## src/shared/flash_config_pkg.sv

```systemverilog
// Field layout, encodings and reset values of the configuration registers
package flash_config_pkg;

  // Register widths
  localparam int unsigned PWR_W = 16;
  localparam int unsigned RUN_W = 8;
  localparam int unsigned ADDR_W = 24;

  // Power-on configuration field positions
  localparam int unsigned PWR_DUMMY_HI = 15;
  localparam int unsigned PWR_DUMMY_LO = 12;
  localparam int unsigned PWR_XIP_HI = 11;
  localparam int unsigned PWR_XIP_LO = 9;
  localparam int unsigned PWR_HOLD_BIT = 4;
  localparam int unsigned PWR_QUAD_BIT = 3;
  localparam int unsigned PWR_DUAL_BIT = 2;

  // Runtime configuration field positions
  localparam int unsigned RUN_DUMMY_HI = 7;
  localparam int unsigned RUN_DUMMY_LO = 4;
  localparam int unsigned RUN_XIP_BIT = 3;
  localparam int unsigned RUN_RSVD_BIT = 2;
  localparam int unsigned RUN_WRAP_HI = 1;
  localparam int unsigned RUN_WRAP_LO = 0;

  // Values after erase and after boot
  localparam logic [15:0] PWR_ERASED = 16'hffff;
  localparam logic [1:0] WRAP_RESET = 2'h3;
  localparam logic [7:0] RUN_RESET = 8'hfb;

  // Dummy-cycle codes that both mean the default setting
  localparam logic [3:0] DUMMY_DFLT_LO = 4'h0;
  localparam logic [3:0] DUMMY_DFLT_HI = 4'hf;

  // Wrap lengths
  localparam logic [1:0] WRAP_16 = 2'h0;
  localparam logic [1:0] WRAP_32 = 2'h1;
  localparam logic [1:0] WRAP_64 = 2'h2;
  localparam logic [1:0] WRAP_SEQ = 2'h3;
  localparam logic [5:0] MASK_16 = 6'h0f;
  localparam logic [5:0] MASK_32 = 6'h1f;
  localparam logic [5:0] MASK_64 = 6'h3f;

  // Feature digits that force execute-in-place on
  localparam logic [3:0] FEAT_XIP_A = 4'h2;
  localparam logic [3:0] FEAT_XIP_B = 4'h4;

  // Execute-in-place read modes
  typedef enum logic [2:0] {
    XIP_FAST      = 3'b000,
    XIP_DUAL_OUT  = 3'b001,
    XIP_DUAL_IO   = 3'b010,
    XIP_QUAD_OUT  = 3'b011,
    XIP_QUAD_IO   = 3'b100,
    XIP_RSVD_A    = 3'b101,
    XIP_RSVD_B    = 3'b110,
    XIP_OFF       = 3'b111
  } xip_mode_t;

  // Bus protocols
  typedef enum logic [1:0] {
    PROTO_EXT  = 2'b00,
    PROTO_DUAL = 2'b01,
    PROTO_QUAD = 2'b10
  } proto_t;

  // Register commands
  typedef enum logic [1:0] {
    OP_RD_PWR = 2'b00,
    OP_WR_PWR = 2'b01,
    OP_RD_RUN = 2'b10,
    OP_WR_RUN = 2'b11
  } op_t;

  // Boot sequence
  typedef enum logic [1:0] {
    BOOT_FETCH = 2'b00,
    BOOT_LOAD  = 2'b01,
    BOOT_RUN   = 2'b10
  } boot_t;

endpackage

```

## src/rtl/flash_config_registers.sv

```systemverilog
// Power-on and runtime configuration registers with read wrap sequencing
`timescale 1ns/10ps

module flash_config_registers #(
  parameter logic [3:0] FEATURE_DIGIT = 4'h1,
  parameter logic [3:0] DUMMY_DEFAULT = 4'ha
) (
  // Clock, reset, enable
  input  wire logic        ref_clk_i,
  input  wire logic        rst_i,
  input  wire logic        ce_i,
  // Factory erase of the power-on register
  input  wire logic        erase_i,
  // Register commands
  input  wire logic        cmd_valid_i,
  input  wire logic [1:0]  cmd_op_i,
  input  wire logic [15:0] cmd_wdata_i,
  output logic             cmd_ready_o,
  output logic             resp_valid_o,
  output logic [15:0]      resp_data_o,
  // Read address sequencing
  input  wire logic        rd_start_i,
  input  wire logic [23:0] rd_addr_i,
  input  wire logic        rd_next_i,
  output logic [23:0]      rd_addr_o,
  // Working configuration: dummy cycles
  output logic [3:0]       dummy_cycles_o,
  output logic             dummy_default_o,
  // Working configuration: execute-in-place
  output logic             xip_active_o,
  output logic [2:0]       xip_mode_o,
  // Working configuration: pin and protocol options
  output logic             hold_en_o,
  output logic [1:0]       protocol_o,
  // Working configuration: read wrap length
  output logic [1:0]       wrap_o
);

  //////////////////////////////////////////////////////////////////////////////
  // Helpers

  // Two codes share the default meaning
  function automatic logic dummy_is_default(input logic [3:0] code);
    return (code == flash_config_pkg::DUMMY_DFLT_LO) ||
           (code == flash_config_pkg::DUMMY_DFLT_HI);
  endfunction

  // Cycle count for a code: default codes map to the default count
  function automatic logic [3:0] dummy_count(input logic [3:0] code);
    if (dummy_is_default(code)) begin
      return DUMMY_DEFAULT;
    end else begin
      return code;
    end
  endfunction

  // Codes above quad I/O are reserved or the off code
  function automatic logic xip_mode_valid(input logic [2:0] mode);
    return mode <= 3'(flash_config_pkg::XIP_QUAD_IO);
  endfunction

  function automatic logic [5:0] wrap_mask(input logic [1:0] wrap);
    logic [5:0] m;
    m = 6'h00;
    if (wrap == flash_config_pkg::WRAP_16) begin
      m = flash_config_pkg::MASK_16;
    end else if (wrap == flash_config_pkg::WRAP_32) begin
      m = flash_config_pkg::MASK_32;
    end else if (wrap == flash_config_pkg::WRAP_64) begin
      m = flash_config_pkg::MASK_64;
    end
    return m;
  endfunction

  // Next byte address: wrap modes cycle inside the aligned block, sequential runs on
  function automatic logic [23:0] next_addr(input logic [23:0] addr, input logic [1:0] wrap);
    logic [23:0] inc;
    logic [5:0]  mask;
    inc  = addr + 24'h000001;
    mask = wrap_mask(wrap);
    if (wrap == flash_config_pkg::WRAP_SEQ) begin
      return inc;
    end
    // Bits above the block are kept, so no carry leaks past its boundary
    return {addr[23:6], (addr[5:0] & ~mask) | (inc[5:0] & mask)};
  endfunction

  // Quad wins when both protocol bits are low
  function automatic flash_config_pkg::proto_t proto_select(input logic [15:0] word);
    if (!word[flash_config_pkg::PWR_QUAD_BIT]) begin
      return flash_config_pkg::PROTO_QUAD;
    end else if (!word[flash_config_pkg::PWR_DUAL_BIT]) begin
      return flash_config_pkg::PROTO_DUAL;
    end
    return flash_config_pkg::PROTO_EXT;
  endfunction

  // Forced on for the dedicated part variants
  localparam logic XIP_FORCED = (FEATURE_DIGIT == flash_config_pkg::FEAT_XIP_A) ||
                                (FEATURE_DIGIT == flash_config_pkg::FEAT_XIP_B);

  // Dedicated variants run execute-in-place whatever the registers say
  function automatic logic xip_enable(input logic requested);
    return requested || XIP_FORCED;
  endfunction

  //////////////////////////////////////////////////////////////////////////////
  // State

  typedef struct packed {
    // Boot sequencer
    flash_config_pkg::boot_t boot;
    // Runtime register image and the working configuration
    logic [7:0]              run_cfg;
    logic [3:0]              dummy;
    logic                    dummy_dflt;
    logic                    xip_on;
    logic [2:0]              xip_mode;
    logic                    hold_en;
    logic [1:0]              proto;
    // Read sequencer
    logic [23:0]             addr;
    // Command port
    logic                    ready;
    logic                    resp_valid;
    logic [15:0]             resp_data;
    logic                    pend_pwr_rd;
  } state_t;

  state_t s_q;
  state_t s_d;

  logic [15:0] pwr_rdata;
  logic        pwr_we;
  logic        cmd_take;

  // A command counts only once boot has raised ready
  assign cmd_take = s_q.ready && cmd_valid_i;

  // Power-on register writes reach only the store, never the working set
  assign pwr_we = cmd_take && (cmd_op_i == flash_config_pkg::OP_WR_PWR);

  config_store #(
    .W (flash_config_pkg::PWR_W)
  ) u_store (
    .ref_clk_i (ref_clk_i),
    .ce_i      (ce_i),
    .erase_i   (erase_i),
    .we_i      (pwr_we),
    .wdata_i   (cmd_wdata_i),
    .rdata_o   (pwr_rdata)
  );

  //////////////////////////////////////////////////////////////////////////////
  // Next state

  always_comb begin
    logic [3:0] code;
    logic [2:0] mode;
    code = 4'h0;
    mode = 3'h0;
    s_d = s_q;
    s_d.resp_valid = 1'b0;

    case (s_q.boot)
      flash_config_pkg::BOOT_FETCH: begin
        // Store read data is registered, so wait one cycle
        s_d.boot = flash_config_pkg::BOOT_LOAD;
      end
      flash_config_pkg::BOOT_LOAD: begin
        code = pwr_rdata[flash_config_pkg::PWR_DUMMY_HI:flash_config_pkg::PWR_DUMMY_LO];
        mode = pwr_rdata[flash_config_pkg::PWR_XIP_HI:flash_config_pkg::PWR_XIP_LO];
        s_d.dummy      = dummy_count(code);
        s_d.dummy_dflt = dummy_is_default(code);
        // Reserved and disabled codes both leave execute-in-place off unless the part variant forces it on
        s_d.xip_on     = xip_enable(xip_mode_valid(mode));
        s_d.xip_mode   = xip_mode_valid(mode) ? mode : 3'(flash_config_pkg::XIP_FAST);
        s_d.hold_en    = pwr_rdata[flash_config_pkg::PWR_HOLD_BIT];
        s_d.proto      = proto_select(pwr_rdata);
        // Runtime register mirrors the boot settings
        s_d.run_cfg = {code, ~xip_mode_valid(mode), 1'b0,
                       flash_config_pkg::WRAP_RESET};
        s_d.boot  = flash_config_pkg::BOOT_RUN;
        s_d.ready = 1'b1;
      end
      flash_config_pkg::BOOT_RUN: begin
        if (cmd_take) begin
          if (cmd_op_i == flash_config_pkg::OP_RD_PWR) begin
            s_d.pend_pwr_rd = 1'b1;
          end else if (cmd_op_i == flash_config_pkg::OP_RD_RUN) begin
            s_d.resp_valid = 1'b1;
            s_d.resp_data  = {8'h00, s_q.run_cfg};
          end else if (cmd_op_i == flash_config_pkg::OP_WR_RUN) begin
            code = cmd_wdata_i[flash_config_pkg::RUN_DUMMY_HI:flash_config_pkg::RUN_DUMMY_LO];
            // Reserved bit always reads back zero
            s_d.run_cfg = cmd_wdata_i[7:0] & ~(8'h01 << flash_config_pkg::RUN_RSVD_BIT);
            s_d.dummy      = dummy_count(code);
            s_d.dummy_dflt = dummy_is_default(code);
            s_d.xip_on     = xip_enable(!cmd_wdata_i[flash_config_pkg::RUN_XIP_BIT]);
          end
        end
        // Store read data is one cycle old, so answer one cycle later
        if (s_q.pend_pwr_rd) begin
          s_d.pend_pwr_rd = 1'b0;
          s_d.resp_valid  = 1'b1;
          s_d.resp_data   = pwr_rdata;
        end
        if (cmd_take && cmd_op_i == flash_config_pkg::OP_RD_PWR) begin
          s_d.pend_pwr_rd = 1'b1;
        end

        // Address sequencing; a start beats a step in the same cycle
        if (rd_start_i) begin
          s_d.addr = rd_addr_i;
        end else if (rd_next_i) begin
          s_d.addr = next_addr(s_q.addr, s_q.run_cfg[1:0]);
        end
      end
      default: begin
        s_d.boot = flash_config_pkg::BOOT_FETCH;
      end
    endcase
  end

  //////////////////////////////////////////////////////////////////////////////
  // Registers

  always_ff @(posedge ref_clk_i or posedge rst_i) begin
    if (rst_i) begin
      // Boot restarts from the fetch step on every reset
      s_q.boot        <= flash_config_pkg::BOOT_FETCH;
      // Defaults stand only until the load step overwrites them
      s_q.run_cfg     <= flash_config_pkg::RUN_RESET;
      s_q.dummy       <= DUMMY_DEFAULT;
      s_q.dummy_dflt  <= 1'b1;
      s_q.xip_on      <= 1'b0;
      s_q.xip_mode    <= flash_config_pkg::XIP_FAST;
      s_q.hold_en     <= 1'b1;
      s_q.proto       <= flash_config_pkg::PROTO_EXT;
      // Commands are refused until boot finishes
      s_q.addr        <= 24'h000000;
      s_q.ready       <= 1'b0;
      s_q.resp_valid  <= 1'b0;
      s_q.resp_data   <= 16'h0000;
      s_q.pend_pwr_rd <= 1'b0;
    end else if (ce_i) begin
      s_q <= s_d;
    end
  end

  //////////////////////////////////////////////////////////////////////////////
  // Outputs, all straight from the state register

  // Command port
  assign cmd_ready_o     = s_q.ready;
  assign resp_valid_o    = s_q.resp_valid;
  assign resp_data_o     = s_q.resp_data;

  // Read sequencer
  assign rd_addr_o       = s_q.addr;

  // Working configuration
  assign dummy_cycles_o  = s_q.dummy;
  assign dummy_default_o = s_q.dummy_dflt;
  assign xip_active_o    = s_q.xip_on;
  assign xip_mode_o      = s_q.xip_mode;
  assign hold_en_o       = s_q.hold_en;
  assign protocol_o      = s_q.proto;
  assign wrap_o          = s_q.run_cfg[1:0];

endmodule // flash_config_registers

```

## src/rtl/config_store.sv

```systemverilog
// Nonvolatile word store for the power-on configuration
`timescale 1ns/10ps

module config_store #(
  parameter int unsigned W = 16
) (
  // Clock
  input  wire logic         ref_clk_i,
  input  wire logic         ce_i,
  // Factory erase to all ones
  input  wire logic         erase_i,
  // Write port
  input  wire logic         we_i,
  input  wire logic [W-1:0] wdata_i,
  // Registered read data
  output logic      [W-1:0] rdata_o
);

  // No reset: contents survive rst_i, like real nonvolatile cells
  logic [W-1:0] cell_q;

  always_ff @(posedge ref_clk_i) begin
    if (ce_i) begin
      if (erase_i) begin
        cell_q  <= {W{1'b1}};
        rdata_o <= {W{1'b1}};
      end else if (we_i) begin
        cell_q  <= wdata_i;
        rdata_o <= wdata_i;
      end else begin
        rdata_o <= cell_q;
      end
    end
  end

endmodule // config_store

```

## config.mk

```make
export PLATFORM = sky130hd
export DESIGN_NAME = flash_config_registers
export DESIGN_NICKNAME = d
export VERILOG_FILES = /design/src/shared/flash_config_pkg.sv /design/src/rtl/flash_config_registers.sv /design/src/rtl/config_store.sv
export SDC_FILE = /design/constraint.sdc
export NUM_CORES = 1
export LEC_CHECK = 0
export BUFFER_PORTS_ARGS = -buffer_cell sky130_fd_sc_hd__clkbuf_2
export CORE_MARGIN = 2
export CORE_UTILIZATION = 25
export CTS_CLUSTER_SIZE = 20
export DETAILED_ROUTE_END_ITERATION = 10
export PLACE_DENSITY = 0.46
export SKIP_LAST_GASP = 1
export SYNTH_ARGS = -nofsm -noshare
export SYNTH_HDL_FRONTEND = slang
export SYNTH_SLANG_ARGS = --single-unit
```

## constraint.sdc

```tcl
create_clock -name ref_clk_i -period 2.4 [get_ports ref_clk_i]
set_clock_uncertainty 0.2 [all_clocks]
set_input_delay 0.48 -clock ref_clk_i [delete_from_list [all_inputs] [get_ports ref_clk_i]]
set_output_delay 0.48 -clock ref_clk_i [all_outputs]
set_load 0.005 [all_outputs]
```

==> flow_summary.yaml <==
layout:
  final_area_um2: 5290
  instances_no_fill: 777
  antenna_cells: 0
  drive_above_1_share_pct: 29.9
  multi_input_area_um2: 1870
  nets: 599
  fillers: 1876
  syn2layout_area_growth_pct: 18.1
  ff_latch_area_um2: 2100
yosys:
  ys_warn_count: 0
  ys_types: 51
  async_flop_share_pct: 80.0
  synthTopCellsByArea: "dfrtp_1, edfxtp_1, buf_4"
  synth_ff_type: "dfrtp_1"
  ys_seq_area_share_pct: 46.8
  ys_ff_latch: 80
  syn_area_um2: 4480
  synth_edf_count: 16
  postSynthCellCount: 479
  syn_nets: 531
  avgSynthCellArea_um2: 9.35
  synth_top_area_cell: "dfrtp_1"
  synth_top_area_share_pct: 29.6
global_route:
  antenna_found_initial: 0
  first_global_vias: 3774
  grt_usage_pct: 14.9
  grt_first_pass_wirelength_um: 21200
  overflow: 0
  grt_max_degree: 29
detailed_routing:
  drcViolationCount: 0
  drt_iter0_drc: 267
  first_pass_iters: 5
  wl_per_cell_um: 17.1
  finalWirelength_um: 13300
  detail-route-antenna-nets: 0
  vias: 3739
  vias_per_cell: 4.81
sta:
  fin_crit_ps: 2230
  slew_headroom_pct: 55.6
  tns_ps: 0
  fmax_ghz: 0.448
  setup_viol: 0
  worstMarginPinSlew_ps: 665
  drv_slew: 0
  rsz0062_at_grt: "no"
  finalCritPeriodShare_pct: 92.9
  hold_violations: 0
worst_setup_path:
  end_kind: "flop"
  r2r_slack_ps: 170
  critPathMaxFanout: 8
  crit_path_start_kind: "flop"
  crit_required_ps: 2480
  crit_chain: "ha_1 > nor2b_1 > nand3_1 > or4_1 > nand3_1"
  max_stage_delay_ps: 530
  cp_top_family: "simple AND/OR/NAND/NOR gates"
  cpMostUsedCell: "nand3_1"
  cp_slowest_cell: "dfstp_2"
  arrival_ps: 2310
  path_buf_inv: 0
  crit_type: "flop to flop"
power:
  pwr-share-clk_pct: 22.6
  p_switching_mw: 2.07
  power_density_nw_per_um2: 1060
  seqPwrFrac_pct: 43.5
  p_comb_share_pct: 33.9
  power.internal_mw: 3.54
  swShare_pct: 36.9
  max-vdd-ir-drop_mv: 0.448
  p_leak_nw: 2.34
die:
  pin_count: 105
  start_util_pct: 25.7
  core_area_um2: 17400
  die_w_um: 138
  die_y_um: 138
  rows: 48
  die_area_um2: 19000
clock_network:
  post_cts_resized: 0
  clkTransAtPathRegs_ps: 60
  cts_tree: "built"
  cts.path.max_buffers: 2
  postCtsHoldBufs: 0
  numClockSinks: 80
  numCtsBuffers: 9
  clk_latency_ps: 340
  root_buffer: "clkbuf_16"
  postCtsSetupBuffers: 0
  cts-htree-levels: 3
place:
  gp_congestion: 0.835
  post-place-cells: 761
  hpwl_um: 9940
  io_buffers: 104
  dpl_cell_area_um2: 5020
outcome:
  status: "completed"
job:
  max_cap_viol_count: 0
hold_path:
  hold_path.class: "primary input to asynchronous set/reset pin"
==> metal layers <==
layer / vias up / track usage [%] / routed length (um)
met5: - / 0 / 0
met4: 0 / 4.76 / 195
met3: 14 / 3.75 / 886
met2: 137 / 24.5 / 6270
met1: 1798 / 19.1 / 5930
li1: 1790 / - / -
==> per-stage QoR <==
| step | power (mW) | setup WS (ps) | util [%] | hold WS (ps) |
|---|---|---|---|---|
| 2_1_floorplan | 3.89 | 140 | - | 251 |
| 3_3_place_gp | 4.37 | 288 | 28.8 | 267 |
| 3_5_place_dp | 4.40 | 203 | 28.8 | 271 |
| 4_1_cts | 5.71 | 192 | 30.4 | 40.9 |
| 5_1_grt | 6.06 | 50.8 | 30.4 | 72.9 |
| 6_report | 5.61 | 170 | 30.4 | 25.9 |
==> layout by cell type (no fill, tap or decap), types with 4 or more instances in the layout <==
cell,Yosys,routed
a21oi_1,22,22
a22o_1,11,11
a22oi_1,6,6
a31oi_1,6,6
and2_1,4,4
and3_1,5,5
buf_4,51,24
clkbuf_16,0,9
clkbuf_2,0,104
dfrtp_1,53,53
dfstp_2,11,11
edfxtp_1,16,16
inv_1,8,7
mux2i_1,17,17
nand2_1,80,80
nand2b_1,4,4
nand3_1,13,13
nand3b_1,16,16
nand4_1,12,12
nor2_1,29,29
nor2b_1,4,4
nor3_1,5,5
nor4_1,4,4
o211ai_1,4,4
o21ai_0,35,34
o22ai_1,6,6
==> sequential cells by signal, summed over array words and instances (netlist names), named ones only <==
name / count
dummy_cycles_o: 4
xip_active_o: 1
u_store.cell_q: 16
resp_data_o: 16
cmd_ready_o: 1
rd_addr_o: 22
dummy_default_o: 1
s_q: 8
xip_mode_o: 3
hold_en_o: 1
protocol_o: 2
wrap_o: 2
resp_valid_o: 1
==> power by group through the flow <==
stage	logic [mW]	registers, mW	clock network (mW)
after detailed placement	1.94	2.47	0
final	1.90	2.44	1.27
after global placement	1.91	2.46	0
after CTS	1.95	2.45	1.32
after floorplan	1.60	2.29	0
after global routing	2.15	2.52	1.38
==> worst register-to-register path, delay by kind of cell, from the launching register on <==
family	cells	cell delay, ps
simple gates	4	1150
fa+ha+maj	1	300
flops	1	530
==> path summary, 6_finish.rpt <==
path | from | to | cells after the start
setup / recovery | wrap_o[0] | rd_addr_o[23] | 5
hold / removal | rst_i | rd_addr_o[3] | 2
setup reg to reg | wrap_o[0] | rd_addr_o[23] | 5
hold reg to reg | protocol_o[1] | protocol_o[1] | 2
max in group asynchronous | rst_i | s_q[58] | 3
min in group ref_clk_i | rd_addr_i[11] | rd_addr_o[11] | 3
==> synth_stat cells, types with 3 or more instances <==
library cell	count
mux2i_1	17
nand4_1	12
and3_1	5
or4_1	3
o21a_1	3
buf_4	51
nand2_1	80
nand2b_1	4
buf_2	3
dfstp_2	11
dfrtp_1	53
nor2b_1	4
a21oi_1	22
o211ai_1	4
nand3_1	13
edfxtp_1	16
a31oi_1	6
a22oi_1	6
nand3b_1	16
ha_1	3
a22o_1	11
o21ai_0	35
nor2_1	29
nor4_1	4
clkbuf_1	17
nor3_1	5
and2_1	4
o22ai_1	6
inv_1	8
==> area by class of cell <==
| type | instances | area share, % |
|---|---|---|
| Sequential cell | 80 | 39.6 |
| Multi-Input combinational cell | 318 | 35.4 |
| Timing Repair Buffer | 130 | 14.0 |
| Tap cell | 225 | 5.32 |
| Clock buffer | 11 | 4.40 |
| Clock inverter | 5 | 0.639 |
| Inverter | 8 | 0.568 |
==> cell families after synthesis <==
family / synth area share (%)
compound gates: 14.2
xor+xnor: 0.196
fa+ha+maj: 0.839
buf+inv: 11.3
flops: 46.8
mux: 4.30
simple gates: 22.4
(Power assumes the default switching activity.)
